<file path="src/pcfg_consts.svh">
// offsets, field positions, reset values and counts of the port configuration block
// assumes a 10 MHz core clock and one receive dibit per clock
//
// Overview of operation
// - heartbeat bit is writable and readable but steers nothing
// - loopback-disable at 1 stops half duplex transmit loopback into receive
// - carrier-sense select at 1 holds carrier sense until receive data valid drops
// - FIFO size 0 limits packets to 2 KBytes, 1 to 10 KBytes
// - limits hold with up to 450 ppm between reference and recovered clock
// - preamble enable 0: valid rises at SFD; 1: valid and preamble on carrier
`ifndef PCFG_CONSTS_SVH
`define PCFG_CONSTS_SVH

`define PCFG_ADR_W           8
`define PCFG_CFG_ADR         8'h10
`define PCFG_STAT_ADR        8'h14

`define PCFG_BIT_HEARTBEAT   9
`define PCFG_BIT_LOOP_DIS    8
`define PCFG_BIT_CRS_EXT     7
`define PCFG_BIT_FIFO_BIG    6
`define PCFG_BIT_PRE_EN      5
`define PCFG_CFG_RST         32'h0000_0180

`define PCFG_ST_CRS          0
`define PCFG_ST_DV           1
`define PCFG_ST_LOOP         2
`define PCFG_ST_OVS          3

`define PCFG_PRE_DIBIT       2'h1
`define PCFG_SMALL_BYTES     2048
`define PCFG_BIG_BYTES       10240
`define PCFG_DIBITS_PER_BYTE 4
`define PCFG_PPM             450
`define PCFG_CNT_W           16

`endif

</file>
<file path="src/pcfg_pkg.sv">
// types shared by the port configuration block
// assumes pcfg_consts.svh is on the include path
`include "pcfg_consts.svh"

package pcfg_pkg;

	typedef struct packed {
		logic heartbeat;
		logic loop_dis;
		logic crs_ext;
		logic fifo_big;
		logic pre_en;
	} pcfg_cfg_t;

	typedef struct packed {
		logic       crs;
		logic       valid;
		logic       sfd;
		logic [1:0] dibit;
	} pcfg_core_rx_t;

	typedef struct packed {
		logic       en;
		logic [1:0] txd;
	} pcfg_tx_t;

	typedef struct packed {
		logic       crs;
		logic       dv;
		logic [1:0] rxd;
	} pcfg_rmii_rx_t;

	typedef enum logic [2:0] {
		ST_IDLE,
		ST_WAIT_SFD,
		ST_PRE,
		ST_DATA,
		ST_DROP
	} pcfg_rx_state_t;

endpackage

</file>
<file path="src/pcfg_top.sv">
// port configuration bits behind a classic Wishbone slave, steering the receive path
// assumes core receive and transmit signals share clk_i; the MAC sits on rmii_rx_o
//
// The Wishbone interface to the registers and the placing of the registers were chosen for this implementation.
`timescale 1ns/1ns
`include "pcfg_consts.svh"

module pcfg_top #(
	parameter logic [`PCFG_CNT_W-1:0] SMALL_LIM = 16'(`PCFG_SMALL_BYTES * `PCFG_DIBITS_PER_BYTE),
	parameter logic [`PCFG_CNT_W-1:0] BIG_LIM   = 16'(`PCFG_BIG_BYTES * `PCFG_DIBITS_PER_BYTE)
) (
	input  wire logic                    clk_i,
	input  wire logic                    rst_i,
	input  wire logic [`PCFG_ADR_W-1:0]  wb_adr_i,
	input  wire logic [31:0]             wb_dat_i,
	output logic [31:0]                  wb_dat_o,
	input  wire logic [3:0]              wb_sel_i,
	input  wire logic                    wb_we_i,
	input  wire logic                    wb_cyc_i,
	input  wire logic                    wb_stb_i,
	output logic                         wb_ack_o,
	input  wire pcfg_pkg::pcfg_core_rx_t core_rx_i,
	input  wire pcfg_pkg::pcfg_tx_t      tx_i,
	input  wire logic                    full_duplex_i,
	output pcfg_pkg::pcfg_rmii_rx_t      rmii_rx_o
);
	import pcfg_pkg::*;

	pcfg_cfg_t     cfg_reg;
	logic          ack_reg;
	logic [31:0]   dat_reg;
	logic          ovs_sticky_reg;
	logic          tx_en_d_reg;
	logic          wr_stb;
	logic          rd_stb;
	logic          loop_active;
	logic          oversize;
	pcfg_core_rx_t shaper_in;

	////////////////////////////////////////////////////////////////////////////////
	// bus slave: ack one cycle after the request, writes land at the ack edge
	assign wr_stb = wb_cyc_i && wb_stb_i && wb_we_i && ack_reg;
	assign rd_stb = wb_cyc_i && wb_stb_i && !ack_reg;

	function automatic logic [31:0] cfg_word(input pcfg_cfg_t c);
		logic [31:0] w;
		w = 32'h0;
		w[`PCFG_BIT_HEARTBEAT] = c.heartbeat;
		w[`PCFG_BIT_LOOP_DIS]  = c.loop_dis;
		w[`PCFG_BIT_CRS_EXT]   = c.crs_ext;
		w[`PCFG_BIT_FIFO_BIG]  = c.fifo_big;
		w[`PCFG_BIT_PRE_EN]    = c.pre_en;
		return w;
	endfunction

	always_ff @(posedge clk_i) begin
		if (rst_i)
			ack_reg <= 1'b0;
		else
			ack_reg <= wb_cyc_i && wb_stb_i && !ack_reg;
	end

	always_ff @(posedge clk_i) begin
		if (rst_i)
			dat_reg <= 32'h0;
		else if (rd_stb) begin
			if (wb_adr_i == `PCFG_CFG_ADR)
				dat_reg <= cfg_word(cfg_reg);
			else if (wb_adr_i == `PCFG_STAT_ADR)
				dat_reg <= {28'h0, ovs_sticky_reg, loop_active, rmii_rx_o.dv, rmii_rx_o.crs};
			else
				dat_reg <= 32'h0;
		end
	end

	always_ff @(posedge clk_i) begin
		if (rst_i)
			cfg_reg <= pcfg_cfg_t'(5'((`PCFG_CFG_RST) >> `PCFG_BIT_PRE_EN));
		else if (wr_stb && wb_adr_i == `PCFG_CFG_ADR) begin
			if (wb_sel_i[1]) begin
				cfg_reg.heartbeat <= wb_dat_i[`PCFG_BIT_HEARTBEAT];
				cfg_reg.loop_dis  <= wb_dat_i[`PCFG_BIT_LOOP_DIS];
			end
			if (wb_sel_i[0]) begin
				cfg_reg.crs_ext  <= wb_dat_i[`PCFG_BIT_CRS_EXT];
				cfg_reg.fifo_big <= wb_dat_i[`PCFG_BIT_FIFO_BIG];
				cfg_reg.pre_en   <= wb_dat_i[`PCFG_BIT_PRE_EN];
			end
		end
	end

	// size overrun flag: write one to clear, a new overrun in the same cycle wins
	always_ff @(posedge clk_i) begin
		if (rst_i)
			ovs_sticky_reg <= 1'b0;
		else if (oversize)
			ovs_sticky_reg <= 1'b1;
		else if (wr_stb && wb_adr_i == `PCFG_STAT_ADR && wb_sel_i[0] && wb_dat_i[`PCFG_ST_OVS])
			ovs_sticky_reg <= 1'b0;
	end

	assign wb_ack_o = ack_reg;
	assign wb_dat_o = dat_reg;

	////////////////////////////////////////////////////////////////////////////////
	// half duplex transmit loopback into the receive path
	assign loop_active = tx_i.en && !full_duplex_i && !cfg_reg.loop_dis && !core_rx_i.crs;

	always_ff @(posedge clk_i) begin
		if (rst_i)
			tx_en_d_reg <= 1'b0;
		else
			tx_en_d_reg <= tx_i.en;
	end

	always_comb begin
		if (loop_active) begin
			shaper_in.crs   = 1'b1;
			shaper_in.valid = 1'b1;
			shaper_in.sfd   = !tx_en_d_reg;
			shaper_in.dibit = tx_i.txd;
		end else
			shaper_in = core_rx_i;
	end

	pcfg_rx_shaper #(
		.SMALL_LIM (SMALL_LIM),
		.BIG_LIM   (BIG_LIM)
	) u_shaper (
		.clk_i      (clk_i),
		.rst_i      (rst_i),
		.cfg_i      (cfg_reg),
		.rx_i       (shaper_in),
		.rmii_o     (rmii_rx_o),
		.oversize_o (oversize)
	);
endmodule

</file>
<file path="src/pcfg_rx_shaper.sv">
// receive side shaping toward the reduced MII: valid, preamble, carrier and size limit
// assumes receive symbols arrive from core logic on the same clock
`timescale 1ns/1ns
`include "pcfg_consts.svh"

module pcfg_rx_shaper #(
	parameter logic [`PCFG_CNT_W-1:0] SMALL_LIM = 16'd8192,
	parameter logic [`PCFG_CNT_W-1:0] BIG_LIM   = 16'd40960
) (
	input  wire logic                   clk_i,
	input  wire logic                   rst_i,
	input  wire pcfg_pkg::pcfg_cfg_t    cfg_i,
	input  wire pcfg_pkg::pcfg_core_rx_t rx_i,
	output pcfg_pkg::pcfg_rmii_rx_t     rmii_o,
	output logic                        oversize_o
);
	import pcfg_pkg::*;

	pcfg_rx_state_t          state_reg;
	pcfg_rx_state_t          state_next;
	logic [`PCFG_CNT_W-1:0] cnt_reg;
	logic [`PCFG_CNT_W-1:0] lim;
	pcfg_rmii_rx_t          out_reg;
	logic                   ovs_reg;
	logic                   dv_next;

	assign lim = cfg_i.fifo_big ? BIG_LIM : SMALL_LIM;

	////////////////////////////////////////////////////////////////////////////////
	always_comb begin
		state_next = state_reg;
		unique case (state_reg)
			ST_IDLE: begin
				if (rx_i.crs) begin
					if (rx_i.sfd)
						state_next = ST_DATA;
					else if (cfg_i.pre_en)
						state_next = ST_PRE;
					else
						state_next = ST_WAIT_SFD;
				end
			end
			ST_WAIT_SFD, ST_PRE: begin
				if (rx_i.sfd)
					state_next = ST_DATA;
				else if (!rx_i.crs)
					state_next = ST_IDLE;
			end
			ST_DATA: begin
				if (!rx_i.valid)
					state_next = ST_IDLE;
				else if (cnt_reg >= lim - 16'd1)
					state_next = ST_DROP;
			end
			ST_DROP: begin
				if (!rx_i.valid && !rx_i.crs)
					state_next = ST_IDLE;
			end
		endcase
	end

	assign dv_next = (state_next == ST_PRE) || (state_next == ST_DATA);

	always_ff @(posedge clk_i) begin
		if (rst_i)
			state_reg <= ST_IDLE;
		else
			state_reg <= state_next;
	end

	// dibits are counted on the local clock, so up to 450 ppm of drift only moves fill
	always_ff @(posedge clk_i) begin
		if (rst_i || state_next != ST_DATA)
			cnt_reg <= '0;
		else if (state_reg == ST_DATA)
			cnt_reg <= cnt_reg + 16'd1;
	end

	always_ff @(posedge clk_i) begin
		if (rst_i) begin
			out_reg <= '0;
			ovs_reg <= 1'b0;
		end else begin
			out_reg.dv  <= dv_next;
			out_reg.crs <= rx_i.crs || (cfg_i.crs_ext && dv_next);
			if (state_next == ST_PRE)
				out_reg.rxd <= `PCFG_PRE_DIBIT;
			else if (state_next == ST_DATA)
				out_reg.rxd <= rx_i.dibit;
			else
				out_reg.rxd <= 2'h0;
			ovs_reg <= (state_reg == ST_DATA) && (state_next == ST_DROP);
		end
	end

	assign rmii_o     = out_reg;
	assign oversize_o = ovs_reg;
endmodule

</file>
<file path="config.mk">
export PLATFORM = sky130hd
export DESIGN_NAME = pcfg_top
export DESIGN_NICKNAME = d
export VERILOG_FILES = /design/src/pcfg_pkg.sv /design/src/pcfg_top.sv /design/src/pcfg_rx_shaper.sv
export VERILOG_INCLUDE_DIRS = /design/src
export SDC_FILE = /design/constraint.sdc
export NUM_CORES = 1
export LEC_CHECK = 0
export BUFFER_PORTS_ARGS = -buffer_cell sky130_fd_sc_hd__buf_2
export CORE_UTILIZATION = 44
export DETAILED_ROUTE_END_ITERATION = 16
export PLACE_DENSITY = 0.86
export SETUP_SLACK_MARGIN = 0.02
export SYNTH_ARGS = -nofsm -noshare
export SYNTH_HDL_FRONTEND = slang
export SYNTH_HIERARCHICAL = 1
export SYNTH_SLANG_ARGS = --single-unit
</file>
<file path="constraint.sdc">
create_clock -name clk_i -period 1.95 [get_ports clk_i]
set_input_delay 0.39 -clock clk_i [delete_from_list [all_inputs] [get_ports clk_i]]
set_output_delay 0.39 -clock clk_i [all_outputs]
set_load 0.02 [all_outputs]
</file>
-- After elaboration in Yosys (flattened, before gate mapping)
Cells that the tools add are included.
- output and inout port bits: 37
- register bits: 64
- memory bits (read-only): 0
- memories: 0
- bits in writable memories: 0
- logic and storage cells: 77
- bits in latches: 0
- input port bits: 58
- bitwise logic cells: 1
- reductions and logical operators: 30
- add/subtract/negate cells: 2
- equal/unequal tests: 10
- $mul: 0
- $lt $le $gt $ge: 1
- shift operators: 0
- muxes and demuxes: 17
- divide/modulo/power cells: 0
- operator list (cell ; count):
    3-bit 2-to-1 mux ; 7
    16-bit by 1-bit adder with 16-bit output (second input constant) ; 1
    8-bit by 5-bit equality test with 1-bit output (second input constant) ; 2
    16-bit greater-or-equal comparator ; 1
    16-bit 2-to-1 mux ; 1
    16-bit by 1-bit subtractor with 16-bit output (second input constant) ; 1
    1-bit logical AND ; 14
    3-bit by 2-bit equality test with 1-bit output (second input constant) ; 4
    3-bit one-hot mux with 4 select lines ; 1
    10-bit 2-to-1 mux ; 1
    1-bit logical NOT ; 7
    3-bit equality test (second input constant) ; 2
    5-bit 2-to-1 mux ; 1
    1-bit 2-to-1 mux ; 4
    4-bit 2-to-1 mux ; 1
    2-bit AND reduction ; 2
    3-bit by 1-bit equality test with 1-bit output (second input constant) ; 1
    3-bit logical NOT ; 1
    1-bit logical OR ; 3
    3-bit by 2-bit inequality test with 1-bit output (second input constant) ; 1
    3-bit OR reduction ; 1
    2-bit 2-to-1 mux ; 1
    2-bit nonzero test ; 1
    2-bit OR reduction ; 1
    1-bit NOT ; 1

-- Depth between registers and ports, before layout
Gate-level depths: netlist of run 1.
- depth after elaboration: 13
- gate-level depth with buffers: 9
- mapped depth without buffers: 7

-- Cells and area by module
The synthesis of run 1 kept the hierarchy.
- by module, submodules not included (module ; instances ; cells an instance ; area an instance (um^2)):
    pcfg_rx_shaper ; 1 ; 144 ; 1422.6
    pcfg_top ; 1 ; 109 ; 982.2

-- Worst setup path after synthesis of run 1
OpenSTA, ideal clock, no wires.
- kind: input-to-reg
- start: in full_duplex_i
- end: reg u_shaper.cnt_reg[4]
- stages: 7
- setup slack: -162 ps
- buffers on the path: 1
- arrival: 1996 ps
- cell sequence: nor4b_4 mux2i_1 o41ai_2 nor2_2 o2111ai_4 buf_8 nor3_2
- RTL lines (item ; line ; source):
    start: declaration ; pcfg_top.sv:24 ; input wire logic full_duplex_i,
    end signal: assignment ; pcfg_rx_shaper.sv:76 ; cnt_reg <= cnt_reg + 16'd1;
    end: declaration ; pcfg_rx_shaper.sv:21 ; logic [`PCFG_CNT_W-1:0] cnt_reg;

==> flow_summary.json, run 1 <==
{
  "syn_inst": 253,
  "worstSetupStartpoint": "cfg_reg[3]",
  "dr.max_layer_used": "met4",
  "min_period_ns": 2.05,
  "ys_ff_latch": 41,
  "crit_chain": "nor4b_4 -> buf_4 -> or2_1 -> and4b_4 -> buf_4 -> a221oi_4 -> buf_4 -> buf_4 -> a21oi_2 -> nor2b_2",
  "vias": 1973,
  "hold_viol": 0,
  "drc_errors": 0,
  "dieWidth_um": 75.9,
  "syn2layout_area_growth_pct": 28.8,
  "grt_max_degree": 28,
  "power_leakage_uw": 0.00130,
  "wl_met2_um": 2760,
  "ys_seq_area_share_pct": 34.1,
  "start_util_pct": 46.5,
  "antenna_found_initial": 0,
  "hold_start": "tx_i[2]",
  "post-place-cells": 372,
  "overflow": 0,
  "drv_cap": 0,
  "drive_above_1_share_pct": 41.4,
  "drt_wl_total_um": 5460,
  "setup_tns_ns": -0.901,
  "ys_types": 61,
  "critPathKind": "reg2reg",
  "fin_area_mm2": 0.00310,
  "die-height_um": 75.9,
  "cpMostUsedCell": "buf_4",
  "clk_latency_ns": 0.31,
  "async_flop_share_pct": 0,
  "fin_ws_ns": -0.103,
  "largest_reg_flops": 16,
  "timing.rr.start": "cfg_reg[3]",
  "max_stage_delay_ns": 0.37,
  "critPathCaptureType": "flip-flop",
  "violations": "negative setup slack",
  "setup-violations-final": 20,
  "io-pin-count": 95,
  "cts_sinks": 41,
  "final_nets": 385,
  "gp_congestion": 0.784,
  "avgSynthCellArea_um2": 9.51,
  "slew_viol_final": 0,
  "run_status": "complete, but fails checks",
  "dpl_cell_area_mm2": 0.00269,
  "ant_nets": 0,
  "route.met3.wl_um": 264,
  "synth_edf_count": 0,
  "rsz0062_at_grt": "yes",
  "rows": 26,
  "via_per_inst": 4.98,
  "timing.fmax_mhz": 487,
  "syn_area_mm2": 0.00240,
  "grt_usage_pct": 18.8,
  "critPathBufInv": 4,
  "crit_fanout": 3,
  "dp_hpwl_um": 3590,
  "numPortBuffers": 43,
  "cp_slowest_cell": "dfxtp_2",
  "coreArea_mm2": 0.00517,
  "fin_util_pct": 59.9,
  "firstDrtPassIters": 4,
  "worstPathRequired_ns": 2.15,
  "cts_buffer_depth": 2,
  "m1WireLength_um": 2370,
  "layout_worst_path_cycle_share_pct": 105,
  "ys.flop_type": "dfxtp_1",
  "fp.dieArea_mm2": 0.00577,
  "stdcell_count": 396,
  "grt_pass1_wl_um": 8560,
  "holdBufCountCts": 0,
  "hold_class": "in2reg",
  "diodes": 0,
  "power_density_mw_per_mm2": 621,
  "cp-start-kind": "flip-flop",
  "cts-buffers-inserted": 5,
  "path_delay_family": "simple AND/OR/NAND/NOR gates",
  "drt_iter0_drc": 97,
  "cts_tree": "done",
  "grt_pass1_vias": 1875,
  "cts.reportedPaths.clkPinSlew_ns": 0.08,
  "wl_per_cell_um": 13.8,
  "yosysWarnings": 6,
  "cp.arrival_ns": 2.25,
  "post-place-ws_ns": -0.343,
  "cts_root_buf": "clkbuf_8",
  "ir_drop_mv": 0.445,
  "fin_skew_ns": 0.00494,
  "htreeDepth": 2
}
-- worst reg2reg max path: stages, from the launching register on --
cell	delay (ns)
dfxtp_2	0.37
nor4b_4	0.05
buf_4	0.14
or2_1	0.21
and4b_4	0.20
buf_4	0.14
a221oi_4	0.33
buf_4	0.18
buf_4	0.10
a21oi_2	0.05
nor2b_2	0.17
-- cell usage after synthesis (3+ instances only) --
cell type | n | area, um^2
dfxtp_1 | 41 | 821
nand2_1 | 19 | 71.3
and4_1 | 4 | 35.0
a21oi_1 | 10 | 50.1
nand2b_1 | 8 | 50.1
mux2i_1 | 7 | 70.1
nand3_1 | 10 | 50.1
xor2_1 | 11 | 96.3
inv_1 | 10 | 37.5
nor3_2 | 11 | 110
buf_4 | 24 | 180
buf_6 | 4 | 45.0
nor2_1 | 16 | 60.1
nor3_1 | 8 | 40.0
nand4_1 | 11 | 68.8
nor2b_1 | 3 | 18.8
xnor2_1 | 4 | 35.0
-- logic make-up after synthesis --
logic type | share of synthesized area, %
adder cells (fa/ha/maj) | 1.51
flip-flops | 34.1
XOR/XNOR | 5.46
buffers and inverters | 12.6
multiplexers | 3.85
AO/OA/AOI/OAI | 10.8
AND/OR/NAND/NOR | 31.5
other | 0.156
-- area by class of cell --
| type | count | area, um^2 |
|---|---|---|
| multi-input combinational | 189 | 1490 |
| inverter | 11 | 41.3 |
| fill | 416 | 2080 |
| clock buffer | 6 | 82.6 |
| clock inverter | 2 | 37.5 |
| sequential | 41 | 822 |
| timing repair buffer | 77 | 538 |
| tap | 70 | 87.6 |
-- power by group --
part	leakage (uW)	internal [uW]	switching, uW
Clock	0.0000574	416	304
Combinational	0.000915	139	198
Sequential	0.000331	850	18.6
-- cell usage in the layout, fill, tap and decap left out, types with 4 or more instances in the layout --
master    synthesis  layout
a21oi_1          10       9
and4_1            4       4
buf_2             1      43
buf_4            24      28
clkbuf_8          0       6
conb_1            1      23
dfxtp_1          41      40
inv_1            10      10
mux2i_1           7       6
nand2_1          19      18
nand2b_1          8       8
nand3_1          10      10
nand4_1          11      11
nor2_1           16      15
nor3_2           11      15
nor3_4            1       5
xnor2_1           4       4
xor2_1           11      11
-- metal layers --
| layer | global-route usage (%) | vias to the layer above |
|---|---|---|
| met1 | 22.1 | 926 |
| met2 | 32.4 | 59 |
| met4 | 6.92 | 0 |
| li1 | - | 983 |
| met5 | 0 | - |
| met3 | 5.66 | 5 |
-- metrics by stage --
| step | hold WS, ns | total power, uW |
|---|---|---|
| after global placement | 0.436 | 1140 |
| after floorplan | 0.449 | 1110 |
| after detailed placement | 0.448 | 1150 |
| after global routing | 0.342 | 2000 |
| after CTS | 0.328 | 1910 |
| final | 0.330 | 1920 |
-- worst paths after layout --
kind / end / slack [ns] / cells past startpoint
max: u_shaper/oversize_o / -0.10 / 10
min: tx_en_d_reg / 0.33 / 2
max reg2reg: u_shaper/oversize_o / -0.10 / 10
min reg2reg: wb_dat_o[8] / 0.46 / 2
-- repair_timing --
item                                    in CTS  in global routing
pin swaps                                   11                  2
cloned                                       1                  1
setup buffers                               12                  3
endpoints found under the setup margin      20                 24
resized for setup                           16                  9
No activity file was read; power rests on OpenSTA's default activity.
==> run 2: changes to the inputs <==
- ABC_CLOCK_PERIOD_IN_PS: unset -> 1950
- CORE_UTILIZATION: 44 -> 45
- CTS_BUF_LIST: unset -> sky130_fd_sc_hd__clkbuf_4
- PLACE_DENSITY: 0.86 -> 0.88
==> run 2 against run 1 <==
The flow still finishes with violations (negative setup slack); power shrank 9.9%; clock power shrank 20%; count of clock-buffer cells in the layout shrank 1; sequential share of layout area grew 1.7 points; first-iteration DRC count is the same; worst hold slack lost 0.069 ns; sequential power is essentially flat; critical path type unchanged; critical endpoint is now u_shaper/cnt_reg[9]; highest routed layer unchanged.
==> flow_summary.json, run 2 (synthesis gave the netlist of run 1 again) <==
{
  "die-height_um": 75.1,
  "fin_skew_ns": 0.0150,
  "power_density_mw_per_mm2": 593,
  "grt_pass1_wl_um": 8100,
  "drive_above_1_share_pct": 38.6,
  "worstPathRequired_ns": 2.24,
  "cp.arrival_ns": 2.32,
  "rows": 26,
  "worstSetupStartpoint": "cfg_reg[3]",
  "p_int_uw": 1230,
  "clk_latency_ns": 0.37,
  "dieWidth_um": 75.1,
  "run_status": "complete, but fails checks",
  "critPathCaptureType": "flip-flop",
  "cts_sinks": 41,
  "dp_hpwl_um": 3630,
  "violations": "negative setup slack",
  "io-pin-count": 95,
  "gp_congestion": 0.781,
  "fin_util_pct": 56.8,
  "hold_start": "wb_dat_i[6]",
  "overflow": 0,
  "comb_power_share_pct": 16.6,
  "slew_viol_final": 0,
  "min_period_ns": 2.03,
  "fin_ws_ns": -0.0839,
  "layout_common_cells": "buf_2 (43), dfxtp_1 (40), conb_1 (23)",
  "seqPwrFrac_pct": 50.1,
  "grt_max_degree": 19,
  "vias": 1949,
  "grt_usage_pct": 19.0,
  "slew_headroom_pct": 65.9,
  "cts_root_buf": "clkbuf_4",
  "critPathKind": "reg2reg",
  "hold_viol": 0,
  "timing.fmax_mhz": 492,
  "fp.dieArea_mm2": 0.00564,
  "cp-start-kind": "flip-flop",
  "cts-buffers-inserted": 5,
  "antenna_found_initial": 0,
  "coreArea_mm2": 0.00514,
  "crit_fanout": 17,
  "ir_drop_mv": 0.351,
  "via_per_inst": 5.05,
  "syn2layout_area_growth_pct": 21.5,
  "htreeDepth": 2,
  "timing.rr.start": "cfg_reg[3]",
  "layout_commonest_cell": "buf_2",
  "largest_reg_flops": 16,
  "grt_pass1_vias": 1854,
  "holdBufCountCts": 0,
  "drc_errors": 0,
  "wl_per_cell_um": 13.2,
  "drt_wl_total_um": 5100,
  "drt_iter0_drc": 97,
  "start_util_pct": 46.8,
  "power_frac_clock_pct": 33.3,
  "layout_worst_path_cycle_share_pct": 104,
  "setup_tns_ns": -1.16,
  "diodes": 0,
  "swShare_pct": 29.1,
  "firstDrtPassIters": 4,
  "cts.reportedPaths.clkPinSlew_ns": 0.13,
  "power_leakage_uw": 0.00120,
  "setup-violations-final": 20,
  "p_sw_uw": 504,
  "final_nets": 375,
  "cts_buffer_depth": 2,
  "ant_nets": 0,
  "numPortBuffers": 43,
  "rsz0062_at_grt": "yes",
  "worst_pin_slew_ns": 0.510,
  "hold_class": "in2reg",
  "drv_cap": 0,
  "cts_tree": "done"
}
[run 2: changes by cell type in the layout (fill, tap and decap cells not counted), sizes merged]
cell	delta
clkinv	+1
buf	-8
clkbuf	-3
[run 2: repair_timing]
item | 4_1_cts | 5_1_grt
buffers inserted | 4 | 3
gates resized for setup | 10 | 9
setup endpoints to repair | 20 | 23
pin swaps | 6 | 5
[run 2: final timing paths]
path | to | slack, ns | depth (start not counted)
worst max-delay path | u_shaper/cnt_reg[9] | -0.08 | 9
worst min register to register | wb_dat_o[6] | 0.46 | 2
worst max register to register | u_shaper/cnt_reg[9] | -0.08 | 9
worst min-delay path | cfg_reg[1] | 0.26 | 3
[run 2: critical path: stages, from the launching register on]
cell and delay [ns]:
dfxtp_4 0.39, nor4b_4 0.05, buf_4 0.13, or2_1 0.24
and4b_4 0.21, buf_6 0.12, a221oi_4 0.35, o21ai_4 0.11
buf_12 0.17, nor3_1 0.17
[run 2: routing by layer]
layer  wire length (um)  GRT usage, %  vias to the layer above
li1                   -             -                      969
met1               2120          20.2                      922
met2               2710          36.7                       51
met3                202          3.61                        7
met4                 66          7.13                        0
met5                  0             0                        -
[run 2: power groups by stage]
stage	sequential (uW)	combinational [uW]	clock (uW)
floorplan	885	221	0
global placement	887	250	0
detailed placement	888	254	0
CTS	868	276	593
global route	871	311	620
finish	869	288	577
[run 2: metrics by stage]
step                total power (uW)  worst slack, ns  hold slack [ns]  instances  instance area, um^2
global placement                1140           -0.317            0.435        371                 2680
detailed placement              1140           -0.343            0.446        371                 2680
CTS                             1740          -0.0821            0.251        383                 2850
floorplan                       1110          -0.0155            0.449        275                 2500
global route                    1800           -0.164            0.278        386                 2920
finish                          1730          -0.0839            0.260        386                 2920
[run 2: layout make-up]
cell class                      count  area (um^2)
Multi-Input combinational cell    189         1460
Clock buffer                        5         37.5
Timing Repair Buffer               67          424
Inverter                           11         41.3
Tap cell                           70         87.6
Sequential cell                    41          825
Fill cell                         461         2220
Clock inverter                      3         46.3
==> run 3: changes to the inputs <==
- REMOVE_ABC_BUFFERS: unset -> 1
==> run 3 against run 2 <==
Critical path depth unchanged; the run still ends with negative setup slack left; combinational power down 2%; cell area down 4.7%; worst hold slack better by 0.014 ns; global-route usage down 0.12 points; count of clock-buffer cells in the layout unchanged; flip-flop and latch count unchanged; sequential power about the same; largest power group unchanged.
==> flow_summary.json, run 3 (synthesis gave the netlist of run 1 again) <==
{
  "vias": 1955,
  "ant_nets": 0,
  "path_delay_family": "simple AND/OR/NAND/NOR gates",
  "syn2layout_area_growth_pct": 15.8,
  "clk_latency_ns": 0.36,
  "critPathBufInv": 2,
  "min_period_ns": 2.01,
  "cp-start-kind": "flip-flop",
  "wl_per_cell_um": 13.3,
  "firstDrtPassIters": 4,
  "grt_usage_pct": 18.9,
  "layout_worst_path_cycle_share_pct": 103,
  "crit_chain": "nor4b_4 -> buf_4 -> or2_1 -> and4b_4 -> nand3b_4 -> a21oi_4 -> o21ai_4 -> buf_12 -> nor3_2",
  "rows": 26,
  "fin_skew_ns": 0.0141,
  "antenna_found_initial": 0,
  "io-pin-count": 95,
  "drive_above_1_share_pct": 35.3,
  "cts_root_buf": "clkbuf_4",
  "fillers": 457,
  "grt_pass1_wl_um": 8010,
  "drt_wl_total_um": 5020,
  "diodes": 0,
  "holdBufCountCts": 0,
  "cts-buffers-inserted": 5,
  "cp.arrival_ns": 2.29,
  "rsz0062_at_grt": "yes",
  "fin_util_pct": 54.2,
  "fin_ws_ns": -0.0571,
  "gp_congestion": 0.861,
  "violations": "negative setup slack",
  "cp_slowest_cell": "dfxtp_2",
  "dieWidth_um": 75.1,
  "cts_tree": "done",
  "total_power_uw": 1570,
  "overflow": 0,
  "drt_iter0_drc": 78,
  "cts_sinks": 41,
  "drv_cap": 0,
  "drc_errors": 0,
  "via_per_inst": 5.16,
  "setup_tns_ns": -0.637,
  "htreeDepth": 2,
  "cts_buffer_depth": 2,
  "max_stage_delay_ns": 0.37,
  "timing.fmax_mhz": 498,
  "hold_class": "in2reg",
  "run_status": "complete, but fails checks",
  "critPathCaptureType": "flip-flop",
  "fin_area_mm2": 0.00279,
  "cts.reportedPaths.clkPinSlew_ns": 0.13,
  "grt_pass1_vias": 1860,
  "fp.dieArea_mm2": 0.00564,
  "die-height_um": 75.1,
  "largest_reg_flops": 16,
  "power_density_mw_per_mm2": 565,
  "hold_viol": 0,
  "dp_hpwl_um": 3560,
  "layout_commonest_cell": "buf_2",
  "slew_headroom_pct": 66.8,
  "worst_pin_slew_ns": 0.496,
  "setup-violations-final": 19,
  "layout_common_cells": "buf_2 (43), dfxtp_1 (39), conb_1 (23)",
  "coreArea_mm2": 0.00514,
  "final_nets": 368,
  "power_leakage_uw": 0.00114,
  "slew_viol_final": 0,
  "ir_drop_mv": 0.297,
  "worstPathRequired_ns": 2.24,
  "grt_max_degree": 28,
  "start_util_pct": 46.8,
  "critPathKind": "reg2reg",
  "dpl_cell_area_mm2": 0.00263,
  "numPortBuffers": 43,
  "crit_fanout": 17
}
[run 3: what timing repair did]
item                       4_1_cts  5_1_grt
hold endpoints to repair         0        0
resized for setup                6        4
pin swaps                        3        1
buffers inserted                 4        1
gates cloned                     0        0
setup endpoints to repair       22       22
[run 3: layout make-up]
cell class	instances	area, um^2	share of cell area (%)
inverter	11	41.3	1.48
clock inverter	3	17.5	0.629
timing repair buffer	60	368	13.2
clock buffer	5	37.5	1.35
sequential	41	823	29.6
multi-input combinational	189	1410	50.6
tap	70	87.6	3.14
[run 3: worst paths after layout]
path	from	slack, ns	end	cells past startpoint
worst max-delay path	cfg_reg[3]	-0.06	u_shaper/cnt_reg[10]	9
worst min-delay path	tx_i[2]	0.27	tx_en_d_reg	2
worst max register to register	cfg_reg[3]	-0.06	u_shaper/cnt_reg[10]	9
worst min register to register	wb_dat_o[1]	0.46	wb_dat_o[1]	2
[run 3: metrics by stage]
step	std cells	hold slack, ns	setup WS (ns)
global route	379	0.262	-0.163
CTS	378	0.279	-0.0402
global placement	366	0.436	-0.255
finish	379	0.275	-0.0571
floorplan	241	0.445	-0.223
detailed placement	366	0.442	-0.355
[run 3: metal layers]
metal / share of wire (%) / vias up / wire [um] / track usage (%)
met2: 52 / 69 / 2620 / 35.3
met4: 0.68 / 0 / 34 / 5.66
met1: 41 / 928 / 2080 / 20.2
met5: 0 / - / 0 / 0
li1: - / 954 / - / -
met3: 5.7 / 4 / 287 / 5.89
[run 3: power by group]
part / leakage (uW) / internal, uW / switching (uW) / total [uW]
Clock: 0.0000326 / 137 / 284 / 421
Sequential: 0.000332 / 851 / 19.7 / 871
Combinational: 0.000771 / 105 / 177 / 283
Total: 0.00114 / 1090 / 481 / 1570
